**src/rtl/kwu_map.vh**
```
// Register map, field positions and reset values of the key wake-up unit
`ifndef KWU_MAP_VH
`define KWU_MAP_VH

// ----------------------------------------------------------------
// Register indices and byte addresses
// ----------------------------------------------------------------
`define KWU_IDX_STATUS_CONTROL 8'h0C
`define KWU_IDX_PIN_ENABLE 8'h0D
`define KWU_IDX_POLARITY 8'h0E
`define KWU_IDX_EVT_STATUS 8'h10
`define KWU_IDX_EVT_CLEAR 8'h11
`define KWU_IDX_EVT_ENABLE 8'h12
`define KWU_ADDR_STATUS_CONTROL (`KWU_IDX_STATUS_CONTROL * 8'h04)
`define KWU_ADDR_PIN_ENABLE (`KWU_IDX_PIN_ENABLE * 8'h04)
`define KWU_ADDR_POLARITY (`KWU_IDX_POLARITY * 8'h04)
`define KWU_ADDR_EVT_STATUS (`KWU_IDX_EVT_STATUS * 8'h04)
`define KWU_ADDR_EVT_CLEAR (`KWU_IDX_EVT_CLEAR * 8'h04)
`define KWU_ADDR_EVT_ENABLE (`KWU_IDX_EVT_ENABLE * 8'h04)

// ----------------------------------------------------------------
// Field positions
// ----------------------------------------------------------------
`define KWU_SC_PENDING 3
`define KWU_SC_ACK 2
`define KWU_SC_IRQ_EN 1
`define KWU_SC_LEVEL_SEL 0
`define KWU_EVT_DETECT 0
`define KWU_EVT_ACK_WHILE_ACTIVE 1

// ----------------------------------------------------------------
// Reset values and bus answers
// ----------------------------------------------------------------
`define KWU_RST_PENDING 1'h0
`define KWU_RST_IRQ_EN 1'h0
`define KWU_RST_LEVEL_SEL 1'h0
`define KWU_RST_PIN_ENABLE 4'h0
`define KWU_RST_POLARITY 4'h0
`define KWU_RST_EVT 2'h0
`define KWU_RESP_OKAY 2'h0
`define KWU_RESP_SLVERR 2'h2

`endif

```
**src/rtl/kwu_key_wake_unit.v**
```verilog
// Key wake-up interrupt unit with AXI4-Lite register slave
//
// Our own choice: the AXI4-Lite register port.
`timescale 1ns/1ps
`include "kwu_map.vh"

module kwu_key_wake_unit (
    input wire aclk,
    input wire aresetn,
    input wire por_n,
    input wire run_mode,
    input wire [3:0] port_a_low_pins,
    input wire [7:0] s_axi_awaddr,
    input wire [2:0] s_axi_awprot,
    input wire s_axi_awvalid,
    output reg s_axi_awready,
    input wire [31:0] s_axi_wdata,
    input wire [3:0] s_axi_wstrb,
    input wire s_axi_wvalid,
    output reg s_axi_wready,
    output reg [1:0] s_axi_bresp,
    output reg s_axi_bvalid,
    input wire s_axi_bready,
    input wire [7:0] s_axi_araddr,
    input wire [2:0] s_axi_arprot,
    input wire s_axi_arvalid,
    output reg s_axi_arready,
    output reg [31:0] s_axi_rdata,
    output reg [1:0] s_axi_rresp,
    output reg s_axi_rvalid,
    input wire s_axi_rready,
    output reg key_wake_irq
);

    // ----------------------------------------------------------------
    // Pin synchroniser
    // ----------------------------------------------------------------
    reg [3:0] pin_meta_q;
    reg [3:0] pin_sync_q;

    always @(posedge aclk)
    begin
        if (!aresetn)
        begin
            pin_meta_q <= 4'h0;
            pin_sync_q <= 4'h0;
        end
        else
        begin
            pin_meta_q <= port_a_low_pins;
            pin_sync_q <= pin_meta_q;
        end
    end

    // ----------------------------------------------------------------
    // Control registers
    // ----------------------------------------------------------------
    reg key_wake_pending_flag_q;
    reg key_wake_irq_enable_q;
    reg key_detect_level_select_q;
    reg [3:0] key_pin_enable_q;
    reg [3:0] key_polarity_select_q;
    reg [1:0] evt_status_q;
    reg [1:0] evt_enable_q;

    // ----------------------------------------------------------------
    // Detection
    // ----------------------------------------------------------------
    reg [3:0] active_prev_q;
    wire [3:0] pin_active_level;
    wire [3:0] polarity_allowed;
    wire [3:0] pin_active;
    wire [3:0] pin_edge;
    wire edge_hit;
    wire level_hit;
    wire detect;

    // Rising/high sense only in run mode; low sense works always
    assign polarity_allowed = ~key_polarity_select_q | {4{run_mode}};
    assign pin_active_level = ~(pin_sync_q ^ key_polarity_select_q);
    assign pin_active = pin_active_level & key_pin_enable_q & polarity_allowed;
    // Previous value is gated too, so enabling a pin already active is an edge
    assign pin_edge = pin_active & ~active_prev_q;
    assign edge_hit = |pin_edge;
    assign level_hit = key_detect_level_select_q & (|pin_active);
    assign detect = edge_hit | level_hit;

    always @(posedge aclk)
    begin
        if (!aresetn)
        begin
            active_prev_q <= 4'h0;
        end
        else
        begin
            active_prev_q <= pin_active;
        end
    end

    // ----------------------------------------------------------------
    // AXI4-Lite write channel
    // ----------------------------------------------------------------
    reg aw_got_q;
    reg w_got_q;
    reg [7:0] aw_addr_q;
    reg [7:0] w_data_q;
    reg w_lane0_q;
    wire aw_hs;
    wire w_hs;
    wire do_write;
    wire wr_ok;
    wire wr_sc;
    wire wr_pe;
    wire wr_pol;
    wire wr_eclr;
    wire wr_een;
    wire ack_write;

    assign aw_hs = s_axi_awvalid & s_axi_awready;
    assign w_hs = s_axi_wvalid & s_axi_wready;
    assign do_write = aw_got_q & w_got_q & ~s_axi_bvalid;
    assign wr_sc = aw_addr_q == `KWU_ADDR_STATUS_CONTROL;
    assign wr_pe = aw_addr_q == `KWU_ADDR_PIN_ENABLE;
    assign wr_pol = aw_addr_q == `KWU_ADDR_POLARITY;
    assign wr_eclr = aw_addr_q == `KWU_ADDR_EVT_CLEAR;
    assign wr_een = aw_addr_q == `KWU_ADDR_EVT_ENABLE;
    assign wr_ok = wr_sc | wr_pe | wr_pol | wr_eclr | wr_een;
    // Only byte lane 0 carries register bits
    assign ack_write = do_write & w_lane0_q & wr_sc & w_data_q[`KWU_SC_ACK];

    always @(posedge aclk)
    begin
        if (!aresetn)
        begin
            s_axi_awready <= 1'b1;
            s_axi_wready <= 1'b1;
            s_axi_bvalid <= 1'b0;
            s_axi_bresp <= `KWU_RESP_OKAY;
            aw_got_q <= 1'b0;
            w_got_q <= 1'b0;
            aw_addr_q <= 8'h00;
            w_data_q <= 8'h00;
            w_lane0_q <= 1'b0;
        end
        else
        begin
            if (aw_hs)
            begin
                s_axi_awready <= 1'b0;
                aw_got_q <= 1'b1;
                aw_addr_q <= s_axi_awaddr;
            end
            if (w_hs)
            begin
                s_axi_wready <= 1'b0;
                w_got_q <= 1'b1;
                w_data_q <= s_axi_wdata[7:0];
                w_lane0_q <= s_axi_wstrb[0];
            end
            if (do_write)
            begin
                aw_got_q <= 1'b0;
                w_got_q <= 1'b0;
                s_axi_bvalid <= 1'b1;
                s_axi_bresp <= wr_ok ? `KWU_RESP_OKAY : `KWU_RESP_SLVERR;
            end
            if (s_axi_bvalid && s_axi_bready)
            begin
                s_axi_bvalid <= 1'b0;
                s_axi_awready <= 1'b1;
                s_axi_wready <= 1'b1;
            end
        end
    end

    // ----------------------------------------------------------------
    // Register updates
    // ----------------------------------------------------------------
    wire wr_lane;

    assign wr_lane = do_write & w_lane0_q;

    always @(posedge aclk)
    begin
        if (!aresetn)
        begin
            key_wake_irq_enable_q <= `KWU_RST_IRQ_EN;
            key_detect_level_select_q <= `KWU_RST_LEVEL_SEL;
            key_pin_enable_q <= `KWU_RST_PIN_ENABLE;
            key_polarity_select_q <= `KWU_RST_POLARITY;
            evt_enable_q <= `KWU_RST_EVT;
        end
        else
        begin
            if (wr_lane && wr_sc)
            begin
                key_wake_irq_enable_q <= w_data_q[`KWU_SC_IRQ_EN];
                key_detect_level_select_q <= w_data_q[`KWU_SC_LEVEL_SEL];
            end
            if (wr_lane && wr_pe)
            begin
                key_pin_enable_q <= w_data_q[3:0];
            end
            if (wr_lane && wr_pol)
            begin
                key_polarity_select_q <= w_data_q[3:0];
            end
            if (wr_lane && wr_een)
            begin
                evt_enable_q <= w_data_q[1:0];
            end
        end
    end

    // Of the two resets only power-on clears the flag; a detection beats an acknowledge
    always @(posedge aclk)
    begin
        if (!por_n)
        begin
            key_wake_pending_flag_q <= `KWU_RST_PENDING;
        end
        else if (detect)
        begin
            key_wake_pending_flag_q <= 1'b1;
        end
        else if (ack_write)
        begin
            key_wake_pending_flag_q <= 1'b0;
        end
        // Bus writes never load the flag itself
    end

    // ----------------------------------------------------------------
    // Interrupt event status
    // ----------------------------------------------------------------
    wire [1:0] evt_set;
    wire [1:0] evt_clr;

    assign evt_set = {ack_write & detect, detect};
    assign evt_clr = (wr_lane && wr_eclr) ? w_data_q[1:0] : 2'h0;

    always @(posedge aclk)
    begin
        if (!aresetn)
        begin
            evt_status_q <= `KWU_RST_EVT;
            key_wake_irq <= 1'b0;
        end
        else
        begin
            // Set wins over clear so no event is lost
            evt_status_q <= (evt_status_q & ~evt_clr) | evt_set;
            key_wake_irq <= (key_wake_pending_flag_q & key_wake_irq_enable_q)
                | (|(evt_status_q & evt_enable_q));
        end
    end

    // ----------------------------------------------------------------
    // AXI4-Lite read channel
    // ----------------------------------------------------------------
    wire ar_hs;
    reg [7:0] rd_byte;
    reg rd_ok;

    assign ar_hs = s_axi_arvalid & s_axi_arready;

    always @*
    begin
        rd_byte = 8'h00;
        rd_ok = 1'b1;
        case (s_axi_araddr)
            `KWU_ADDR_STATUS_CONTROL:
            begin
                // Acknowledge reads zero, upper nibble zero
                rd_byte = {4'h0, key_wake_pending_flag_q, 1'b0,
                    key_wake_irq_enable_q, key_detect_level_select_q};
            end
            `KWU_ADDR_PIN_ENABLE:
            begin
                rd_byte = {4'h0, key_pin_enable_q};
            end
            `KWU_ADDR_POLARITY:
            begin
                rd_byte = {4'h0, key_polarity_select_q};
            end
            `KWU_ADDR_EVT_STATUS:
            begin
                rd_byte = {6'h00, evt_status_q};
            end
            `KWU_ADDR_EVT_CLEAR:
            begin
                rd_byte = 8'h00;
            end
            `KWU_ADDR_EVT_ENABLE:
            begin
                rd_byte = {6'h00, evt_enable_q};
            end
            default:
            begin
                rd_byte = 8'h00;
                rd_ok = 1'b0;
            end
        endcase
    end

    always @(posedge aclk)
    begin
        if (!aresetn)
        begin
            s_axi_arready <= 1'b1;
            s_axi_rvalid <= 1'b0;
            s_axi_rdata <= 32'h00000000;
            s_axi_rresp <= `KWU_RESP_OKAY;
        end
        else
        begin
            if (ar_hs)
            begin
                s_axi_arready <= 1'b0;
                s_axi_rvalid <= 1'b1;
                s_axi_rdata <= {24'h000000, rd_byte};
                s_axi_rresp <= rd_ok ? `KWU_RESP_OKAY : `KWU_RESP_SLVERR;
            end
            else if (s_axi_rvalid && s_axi_rready)
            begin
                s_axi_rvalid <= 1'b0;
                s_axi_arready <= 1'b1;
            end
        end
    end

endmodule

```
**config.mk**
```make
export PLATFORM = sky130hd
export DESIGN_NAME = kwu_key_wake_unit
export DESIGN_NICKNAME = d
export VERILOG_FILES = /design/src/rtl/kwu_key_wake_unit.v
export VERILOG_INCLUDE_DIRS = /design/src /design/src/rtl
export SDC_FILE = /design/constraint.sdc
export NUM_CORES = 1
export LEC_CHECK = 0
export ABC_AREA = 1
export BUFFER_PORTS_ARGS = -buffer_cell sky130_fd_sc_hd__buf_2
export CAP_MARGIN = 20
export CORE_MARGIN = 3
export CORE_UTILIZATION = 52
export CTS_BUF_LIST = sky130_fd_sc_hd__clkbuf_4 sky130_fd_sc_hd__clkbuf_8
export DETAILED_ROUTE_END_ITERATION = 12
export GPL_TIMING_DRIVEN = 0
export PLACE_DENSITY = 0.89
export SKIP_LAST_GASP = 1
export SYNTH_ARGS = -nofsm -noshare
export SYNTH_HDL_FRONTEND = slang
export SYNTH_SLANG_ARGS = --single-unit
```
**constraint.sdc**
```tcl
create_clock -name aclk -period 1.6 [get_ports aclk]
set_input_delay 0.08 -clock aclk [delete_from_list [all_inputs] [get_ports aclk]]
set_output_delay 0.08 -clock aclk [all_outputs]
set_load 0.005 [all_outputs]
```
After elaboration in Yosys (flattened, before gate mapping)

Cells that the tools add are included.

Register bits after elaboration: 60
Latch bits: 0
Memory bits (writable): 0
Memory bits (read-only): 0
Input port bits: 71
Output and inout bits: 42
Logic and storage cells: 92
Memories: 0

Add/subtract/negate cells: 0
Multiply operators: 0
Div/mod/pow operators: 0
Magnitude comparators: 0
Equal/unequal tests: 11
Shift-type cells: 0
Mux-type cells: 11
Bitwise logic cells: 31
Reductions and logical operators: 15

Operators by type and width:

| operator             | count |
|---|---|
| $eq A8 B6 Y1 const B | 6 |
| $eq A8 B7 Y1 const B | 5 |
| $pmux W4 S5          | 1 |
| $and A4 B4 Y4        | 3 |
| $not A4 Y4           | 3 |
| $and A1 B1 Y1        | 11 |
| $reduce_or A4 Y1     | 2 |
| $logic_and A1 B1 Y1  | 7 |
| $mux W1              | 7 |
| $mux W2              | 3 |
| $or A1 B1 Y1         | 6 |
| $reduce_or A2 Y1     | 3 |
| $reduce_or A6 Y1     | 1 |
| $and A2 B2 Y2        | 2 |
| $or A4 B4 Y4         | 1 |
| $reduce_bool A2 Y1   | 2 |
| $xor A4 B4 Y4        | 1 |
| $not A1 Y1           | 2 |
| $not A2 Y2           | 1 |
| $or A2 B2 Y2         | 1 |

Depth between registers and ports, before layout

Gate-level depths: netlist of the first run.

Word-level depth: 9
Mapped depth: 8
Mapped depth without buffers: 8

Worst setup path after synthesis of the first run

OpenSTA, ideal clock, no wires.

Path type: register -> register
Start point: register aw_addr_q[0]
End point: register key_wake_pending_flag_q
Library setup time: 0.109 ns
Data arrival time: 0.993 ns
Required time: 1.491 ns
Setup slack: 0.498 ns
Cell stages (with the launch flop): 9
Buffers on the path: 0
Cells stage by stage: dfxtp_1 > nor2_4 > nand3_2 > nor2_4 > nand2_2 > o21ai_1 > nand3_1 > nand2_1 > inv_1

Word-level cells in the longest chain between the ends: 4

Ends and longest elaborated chain:

| element                             | RTL line                | RTL |
|---|---|---|
| start: declaration                  | kwu_key_wake_unit.v:105 | `reg [7:0] aw_addr_q;` |
| start signal: assignment            | kwu_key_wake_unit.v:151 | `aw_addr_q <= s_axi_awaddr;` |
| $eq A8 B6 Y1 (no source line)       | n/a                     |  |
| $and A1 B1 Y1 (2 in a row)          | kwu_key_wake_unit.v:129 | `` assign ack_write = do_write & w_lane0_q & wr_sc & w_data_q[`KWU_SC_ACK]; `` |
| $reduce_bool A2 Y1 (no source line) | n/a                     |  |
| end signal: assignment              | kwu_key_wake_unit.v:220 | `` key_wake_pending_flag_q <= `KWU_RST_PENDING; `` |
| end: declaration                    | kwu_key_wake_unit.v:58  | `reg key_wake_pending_flag_q;` |

No other way between the ends.
A chain may end at the register's enable or synchronous reset.

Worst setup path in the final report of the first run

Start point: register aw_addr_q[0]
End point: register key_polarity_select_q[1]

Word-level cells in the longest chain between the ends: 2

Ends and longest elaborated chain:

| element                       | RTL line                | RTL |
|---|---|---|
| $eq A8 B6 Y1 (no source line) | n/a                     |  |
| $logic_and A1 B1 Y1           | kwu_key_wake_unit.v:204 | `if (wr_lane && wr_pol)` |
| end signal: assignment        | kwu_key_wake_unit.v:190 | `` key_polarity_select_q <= `KWU_RST_POLARITY; `` |
| end signal: assignment        | kwu_key_wake_unit.v:206 | `key_polarity_select_q <= w_data_q[3:0];` |
| end: declaration              | kwu_key_wake_unit.v:62  | `reg [3:0] key_polarity_select_q;` |

No other way between the ends.

==> results.md, run 1 <==
- The run finished with clean final reports.
- The area of combinational cells with multiple inputs is 1140 um^2.
- Setup repair after global routing left no endpoint under its margin.
- The number of antenna diodes in the final layout is 0.
- The initial utilization of the core area, before any placement, comes to 0.557.
- The HPWL after detailed placement is 4220 um.
- In this run the cell area of the synthesized design comes to 2510 um^2.
- The region available for standard cell placement spans 4500 um^2.
- The area growth from synthesis to layout is 21.7%.
- Dividing total power by cell area gives a power density of 846 nW/um^2.
- The count of buffers added on input and output ports is 45.
- The number of clock buffers added by TritonCTS is 5.
- After layout, the design draws a total of 2.58 mW.
- The startpoint identified for the worst hold timing path is s_axi_wdata[3].
- The all-layer global routing usage is 0.194.
- In the layout the commonest cells are nand2_1, dfxtp_1, buf_2, inv_1, nor2_1.
- The met2 global-route usage is 0.337.
- The number of synthesis warnings is 0.
- The highest attainable clock frequency is 737 MHz.
- The final-report setup violation count is 0.
- The type of the most critical hold path is in2reg.
- The final critical-path required period is 1.36 ns.
- Once routing completed, OpenROAD measured the worst setup slack at 0.243 ns.
- The met1 global-route usage is 0.225.
- The area fraction in compound gates after synthesis is 0.123.
- For this block, the via count after detailed routing is 2258.
- The total number of H-tree levels is 2.
- The fraction of met3 tracks used by global routing is 0.0422.
- After filler insertion, the fill cell instance count of the layout stands at 385.
- The floorplan step defined a die boundary enclosing 5690 um^2.
- 113 I/O pins were placed.
- The floorplan die height is 75.5 um.
- The number of vias per cell is 4.75.
- For this run, the register share of the synthesized area comes to 0.431.
- The startpoint class of the critical path is a flip-flop.
- At the worst endpoint, the required time is 1.80 ns.
- By area, the combinational part of the netlist is dominated by simple AND/OR/NAND/NOR gates.
- The number of antenna violations at the first check in global routing is 0.
- The sequential cells in the finished layout cover a total of 1080 um^2.
- The measured slew at the worst slew-check pin is 0.513 ns.
- The synthesis-stage register bit count is 54.
- On the final layout, the worst clock skew is 0.00703 ns.
- The final-stage net count is 493.
- Synthesis instantiated 29 different standard cells from the library.
- The congestion estimate from routability-driven global placement came to 0.906.
- The remaining max-slew budget at the tightest pin is 0.658.
- The post-route clock period utilization is 0.848.
- Of the total synthesized cell area, the portion taken by full adders, half adders and majority gates is 0.
- At the placement stage, the worst setup path has a slack of 0.276 ns.
- Summed over all cells, the static leakage comes to 1.52 nW.
- The arrival time of the worst setup path is 1.55 ns.
- The final setup TNS is 0 ns.
- The floorplan die width is 75.5 um.
- The type of the setup path with the least slack is reg2reg.
- The simple-gate share of the synthesized area is 0.286.
- The worst register-to-register path begins at aw_addr_q[0]$_SDFFE_PN0P_.
- In this run the most used layer during global routing was met2.
- The number of global-route vias before repair came to 2023.
- Counting every instance in the synthesized netlist gives 336.
- The number of DRC violations after detailed-routing iteration 0 is 75.
- For this run the aggregate overflow at the end of global routing stands at 0.
- The deepest clock path buffer count is 2.
- The instance area after placement is 2910 um^2.
- Of the total synthesized cell area, the portion taken by XOR and XNOR cells is 0.
- The wire length of the first global-routing pass is 8440 um.
- The clock sink count is 54.
- The fraction of layout cells with a size suffix above 1 is 0.258.
- After detailed routing, the number of remaining DRC violations is 0.
- Tracing the worst setup path back leads to its startpoint at aw_addr_q[0]$_SDFFE_PN0P_.
- The final layout contains routed wiring with a total length of 5440 um.
- The later-pin clock latency in the skew report is 0.31 ns.
- Entering global routing, the biggest net connects 16 pins.
- After synthesis, the share of cell area in mux cells is 0.
- The average wire per standard cell is 11.5 um.
- The floorplan has 24 rows.
- The detail route stage leaves a number of antenna-violating nets equal to 0.
- Across the run, the number of max-cap violations was 0.
- A synthesized cell averages 7.47 um^2.
- The worst setup path is captured at a flip-flop.
- The root buffer cell is clkbuf_8.
- The maximum fanout encountered on the critical timing path is 8.
- TritonCTS built the clock tree.
- The number of search-and-repair iterations in the first detailed-routing pass is 4.
- The library cell used most frequently in the layout, excluding fill and tap cells, is nand2_1.
- After clock tree synthesis, the clock-pin slew on the worst setup and hold paths is 0.09 ns.
- The count of final max-slew check failures is 0.
- The worst-case IR drop observed on VDD is 0.567 mV.
- The number of gates given a new drive strength after cts is 0.
- After routing the design area is 3050 um^2.
- The number of endpoints with negative hold slack in the final report was 0.
## per-layer routing
layer  vias to the layer above  part of all wire
met2                        79              0.48
li1                       1181                 -
met1                       986              0.42
met4                         0             0.023
met3                        12             0.068
met5                         -                 0
## metrics by stage
step | util | std cells | hold WS, ns
after detailed placement | 0.646 | 462 | 0.265
final | 0.678 | 475 | 0.0221
after global placement | 0.646 | 462 | 0.261
after CTS | 0.678 | 475 | 0.0103
after global routing | 0.678 | 475 | 0.0384
after floorplan | - | 365 | 0.178
## synthesized netlist by cell type
master	n	area (um^2)
conb_1	1	3.75
nand3_2	6	60.1
nor2_1	35	131
buf_4	30	225
a21boi_0	1	7.51
inv_2	2	7.51
nand4_1	3	18.8
o21ai_1	14	70.1
dfxtp_1	54	1080
a21oi_2	1	8.76
nor2_4	4	45.0
nor3_1	2	10.0
inv_1	35	131
clkbuf_1	4	15.0
nand3_4	1	17.5
nand3b_1	1	7.51
nand2_1	70	263
clkinv_2	1	5.00
nand4_4	1	21.3
nor2_8	1	20.0
o21ai_2	1	8.76
nor4_1	1	6.26
o31ai_1	1	7.51
nor2_2	3	18.8
nand2_2	2	12.5
o21ai_0	16	80.1
buf_2	3	15.0
nand3_1	17	85.1
a21oi_1	25	125
## registers in the layout, indices dropped and copies added (netlist names), 2 cells and up
signal                 flops
key_polarity_select_q      4
evt_status_q               2
key_pin_enable_q           4
w_data_q                   4
pin_meta_q                 4
evt_enable_q               2
aw_addr_q                  8
active_prev_q              4
pin_sync_q                 4
s_axi_rdata                4
## cell type report
class / instances / share of cell area
clock buffers: 7 / 0.0295
flip-flops and latches: 54 / 0.354
plain buffers: 37 / 0.0836
clock inverters: 1 / 0.00164
inverters: 38 / 0.0471
repair buffers: 50 / 0.0902
multi-input cells: 236 / 0.373
well taps: 52 / 0.0213
## worst max-delay path, cell delays in order, from the launching register on
cell and delay [ns]:
dfxtp_1 0.34, nor2_4 0.15, nand3_1 0.11, nor2_1 0.19, nand2_2 0.17, o21ai_1 0.22
a21oi_1 0.06
## report_power, final
part	total, mW	internal [mW]	switching (mW)	leakage [nW]
combinational	0.344	0.157	0.188	1.03
sequential	1.44	1.40	0.0399	0.442
clock	0.794	0.367	0.427	0.0517
total	2.58	1.93	0.655	1.52
## logic make-up after synthesis
| logic type | Yosys count |
|---|---|
| AOI/OAI and AO/OA | 59 |
| buffers and inverters | 75 |
| DFF | 54 |
| other | 1 |
| and+or+nand+nor | 147 |
## final timing paths
path                                           endpoint  slack [ns]  cells after the start
setup reg to reg  key_polarity_select_q[1]$_SDFFE_PN0P_        0.24                      6
setup / recovery  key_polarity_select_q[1]$_SDFFE_PN0P_        0.24                      6
hold / removal                 w_data_q[3]$_SDFFE_PN0P_        0.02                      3
hold reg to reg                pin_sync_q[0]$_SDFF_PN0_        0.42                      2
## what timing repair did
action | CTS | global route
buffers inserted | 0 | 0
hold buffers | 5 | 0
endpoints found under the hold margin | 5 | 0
(Power assumes the default switching activity.)
==> run 2, diff against run 1 <==
ABC_AREA = 0   (was 1)
CORE_UTILIZATION = 48   (was 52)
PLACE_DENSITY = 0.84   (was 0.89)
clock period = 1.28 ns   (was 1.6 ns; I/O delays follow)
==> results.md, run 2 <==
- The deepest clock path buffer count is 2.
- The maximum number of pins on one net before global-route repair is 17.
- Dividing the detail-routed via count by the number of cells gives 4.99.
- Of the total power, the clock network draws 0.385.
- In the final layout, flip-flops and latches occupy 1110 um^2.
- The die footprint is 5940 um^2.
- The cell with the largest stage delay on the worst path is dfxtp_2.
- The most used flip-flop cell after synthesis is dfxtp_1.
- 113 I/O pins were placed.
- The total of max-cap violations is 0.
- The diode insertion count for antenna repair is 0.
- For the worst setup path, the data arrival time is 1.63 ns.
- The part of the Yosys area used for sequential elements is 0.446.
- Across every metal layer, demand over resource in global routing totals 0.192.
- In the layout the commonest cells are buf_4, buf_2, dfxtp_1, nand2_1, conb_1.
- The floorplan die width is 77.1 um.
- Setup slack on the critical path of the routed design comes to -0.168 ns.
- The final-stage net count is 452.
- The number of I/O port buffers is 43.
- Of the total power, the share spent switching nets is 0.228.
- The share of synthesized registers carrying an async set or reset is 0.
- In this design, the stage delay of the slowest critical-path cell is 0.35 ns.
- The part of the power in registers is 0.498.
- Of all cell types, the one taking the most synthesized area is dfxtp_1.
- Counting the buffers created by CTS gives 5.
- The final critical-path required period is 1.45 ns.
- The number of DRC violations after detailed-routing iteration 0 is 201.
- From bottom edge to top edge, the die measures 77.1 um.
- The wire length of the first global-routing pass is 9310 um.
- The final setup TNS is -1.59 ns.
- The multi-input combinational cells in the finished layout cover a total of 1270 um^2.
- The synthesized design contains 54 register bits.
- The final reports fail on negative setup slack.
- In this run the critical register-to-register path is launched from aw_addr_q[0]$_SDFFE_PN0P_.
- The dominant cell by count in the synthesized netlist is dfxtp_1.
- The filler cells instantiated in the layout total 371.
- The detailed-route via count is 2240.
- The first detailed-routing pass took 5 iterations.
- The clock arrives with 0.0106 ns of skew.
- The type of the setup path with the least slack is reg2reg.
- The number of endpoints with negative hold slack in the final report is 0.
- For the pin with the worst max-slew slack, the measured transition is 0.595 ns.
- The tree is rooted in a clkbuf_8.
- Setup violations remaining at the end of the flow were counted as 16.
- The switching power is 0.819 mW.
- The number of standard-cell rows in the floorplan is 25.
- The later pin in the worst-skew pair is clocked with a latency of 0.31 ns.
- The count of final max-slew check failures is 0.
- The remaining number of nets flagged by the antenna check after routing is 0.
- The startpoint identified for the worst hold timing path is s_axi_awaddr[5].
- Dividing the detail-routed wire length by the instance count gives 14.1 um.
- The startpoint class of the critical path is a flip-flop.
- The total number of H-tree levels is 2.
- The terminus of the critical flop-to-flop path is key_polarity_select_q[1]$_SDFFE_PN0P_.
- The count of flip-flops with a built-in enable after synthesis is 0.
- The initial core utilization is 0.506.
- Setup repair after global routing could not meet its margin everywhere.
- The average size of a mapped cell is 8.69 um^2.
- The worst hold path terminates at aw_addr_q[5]$_SDFFE_PN0P_.
- Broken down by cell family, the worst path's largest delay share belongs to simple AND/OR/NAND/NOR gates.
- The total wire length is 6320 um.
- The largest voltage drop on the vdd net is 0.780 mV.
- At the end of the flow the core is filled with cells to 0.692.
- The number of global-route vias before repair is 2051.
- Of the cells placed in the final design, the portion with a size suffix greater than 1 is 0.351.
- The congestion estimate from routability-driven global placement came to 0.864.
- The register with the most flip-flops in the layout has 8 of them.
- The global-route congestion overflow total is 0.
- The sort of element at the end of the critical path is a flip-flop.
- The highest attainable clock frequency is 691 MHz.
- The area growth from synthesis to layout is 36.6%.
- The power per standard cell area is 1090 nW/um^2.
- The number of synthesis warnings is 0.
- Along the worst hold path, the cell count comes to 3.
- The data required time of the critical path is 1.46 ns.
- In the synthesized netlist, the cells that appear most often are dfxtp_1, buf_4, nand2_1.
- The core region is 4790 um^2.
- Of the available clock period, the critical path in the final layout requires 1.13.
- The leakage component of the power is 1.54 nW.
- The clock sink count is 54.
- Of the post-synthesis cell area, the dominant cell type holds 0.446.
- The HPWL after detailed placement is 3940 um.
- The remaining max-slew budget at the tightest pin is 0.603.
- The most flop-heavy register is aw_addr_q.
- The distinct cell type count after synthesis is 43.
- In the synthesized netlist, the number of instances is 279.
- The type of the most critical hold path is in2reg.
- The number of cells on the worst reg-to-reg path is 5.
- The critical path goes through nor4b_4 > and2_4 > nand3_4 > mux2i_2 > nor2_1.
- Of all nets on the critical path, the largest fanout is 4.
- TritonCTS built the clock tree.
- The run finished, with violations left.
- The minimum setup slack after placement is -0.180 ns.
- The mapped netlist covers 2420 um^2.
- Clock-pin slew was measured on the worst setup and hold paths at 0.10 ns.
- The worst register-to-register path has a setup slack of -0.17 ns.
- The number of antenna violations at the first check in global routing is 0.
- The total internal power is 2.78 mW.
- The count of buffer and inverter cells on the critical path is 0.
- For this run, design rule violations remaining after detail routing come to 0.
- Sorting the synthesized cells by area gives the leading types as dfxtp_1, buf_4, a21oi_1.
- The logic gate share of total power is 0.117.
## run 2: cell types whose count changed in the layout (fill, tap and decap cells not counted), sizes merged, moves of 4 or more
| cell | delta |
|---|---|
| inv | -33 |
| and2 | +12 |
| dlygate4sd3 | +6 |
| clkbuf | +6 |
| buf | +8 |
| nand2 | -41 |
| nand3 | -9 |
| o21ai | -23 |
| nor2 | -15 |
| mux2i | +12 |
| and3 | +4 |
## run 2: power by group through the flow
stage / logic (mW) / clock network (mW) / registers (mW)
floorplan: 0.245 / 0 / 1.82
global placement: 0.346 / 0 / 1.82
detailed placement: 0.354 / 0 / 1.83
CTS: 0.391 / 1.38 / 1.79
global route: 0.468 / 1.45 / 1.80
finish: 0.421 / 1.39 / 1.79
## run 2: timing repair
action                                 4_1_cts  5_1_grt
setup endpoints to repair                   16       17
pin swaps                                    8        6
setup buffers                                5        7
hold buffers                                10        1
gates resized for setup                     12       22
endpoints found under the hold margin       10        1
## run 2: cell families (layout without fill, tap and decap cells)
| group | count (synthesis) | after routing | synth area share |
|---|---|---|---|
| AND/OR/NAND/NOR | 112 | 112 | 0.242 |
| multiplexers | 12 | 12 | 0.0496 |
| flip-flops | 54 | 54 | 0.446 |
| other | 1 | 30 | 0.00155 |
| AO/OA/AOI/OAI | 54 | 54 | 0.141 |
| buffers and inverters | 46 | 120 | 0.119 |
## run 2: through the flow
stage / area, um^2 / power [mW] / cells / hold WS [ns]
floorplan: 2550 / 2.06 / 308 / 0.182
global placement: 2850 / 2.17 / 418 / 0.272
detailed placement: 2850 / 2.18 / 418 / 0.274
CTS: 3180 / 3.57 / 441 / 0.000503
global route: 3310 / 3.72 / 449 / 0.0143
finish: 3310 / 3.60 / 449 / 0.00720
## run 2: worst register-to-register path, stage by stage (launching register included)
cell	delay [ns]
dfxtp_2	0.35
nor4b_4	0.29
and2_4	0.21
nand3_4	0.13
mux2i_2	0.27
nor2_1	0.06
## run 2: final cells by class
class / count / share of cell area
buffer: 42 / 0.0828
clock inverter: 2 / 0.0181
tap: 67 / 0.0253
sequential: 54 / 0.335
multi-input combinational: 208 / 0.384
timing repair buffer: 66 / 0.125
inverter: 4 / 0.00454
clock buffer: 6 / 0.0249
## run 2: per-layer routing
layer,vias to the layer above,global-route usage,wire [um]
li1,1103,-,-
met1,1004,0.237,2580
met2,120,0.327,3070
met3,13,0.0505,567
met4,0,0.0623,106
met5,-,0,0
## run 2: worst max-delay path by stage
stage	slack, ns	cells after the start	end	start
after floorplan	-0.001	5	evt_status_q[1]$_SDFF_PN0_	key_polarity_select_q[0]$_SDFFE_PN0P_
after global placement	-0.16	4	s_axi_bresp[1]$_SDFFE_PN0N_	aw_addr_q[4]$_SDFFE_PN0P_
after detailed placement	-0.18	4	s_axi_bresp[1]$_SDFFE_PN0N_	aw_addr_q[4]$_SDFFE_PN0P_
after CTS	-0.16	5	key_pin_enable_q[3]$_SDFFE_PN0P_	aw_addr_q[0]$_SDFFE_PN0P_
after global routing	-0.26	5	key_polarity_select_q[1]$_SDFFE_PN0P_	aw_addr_q[0]$_SDFFE_PN0P_
final	-0.17	5	key_polarity_select_q[1]$_SDFFE_PN0P_	aw_addr_q[0]$_SDFFE_PN0P_
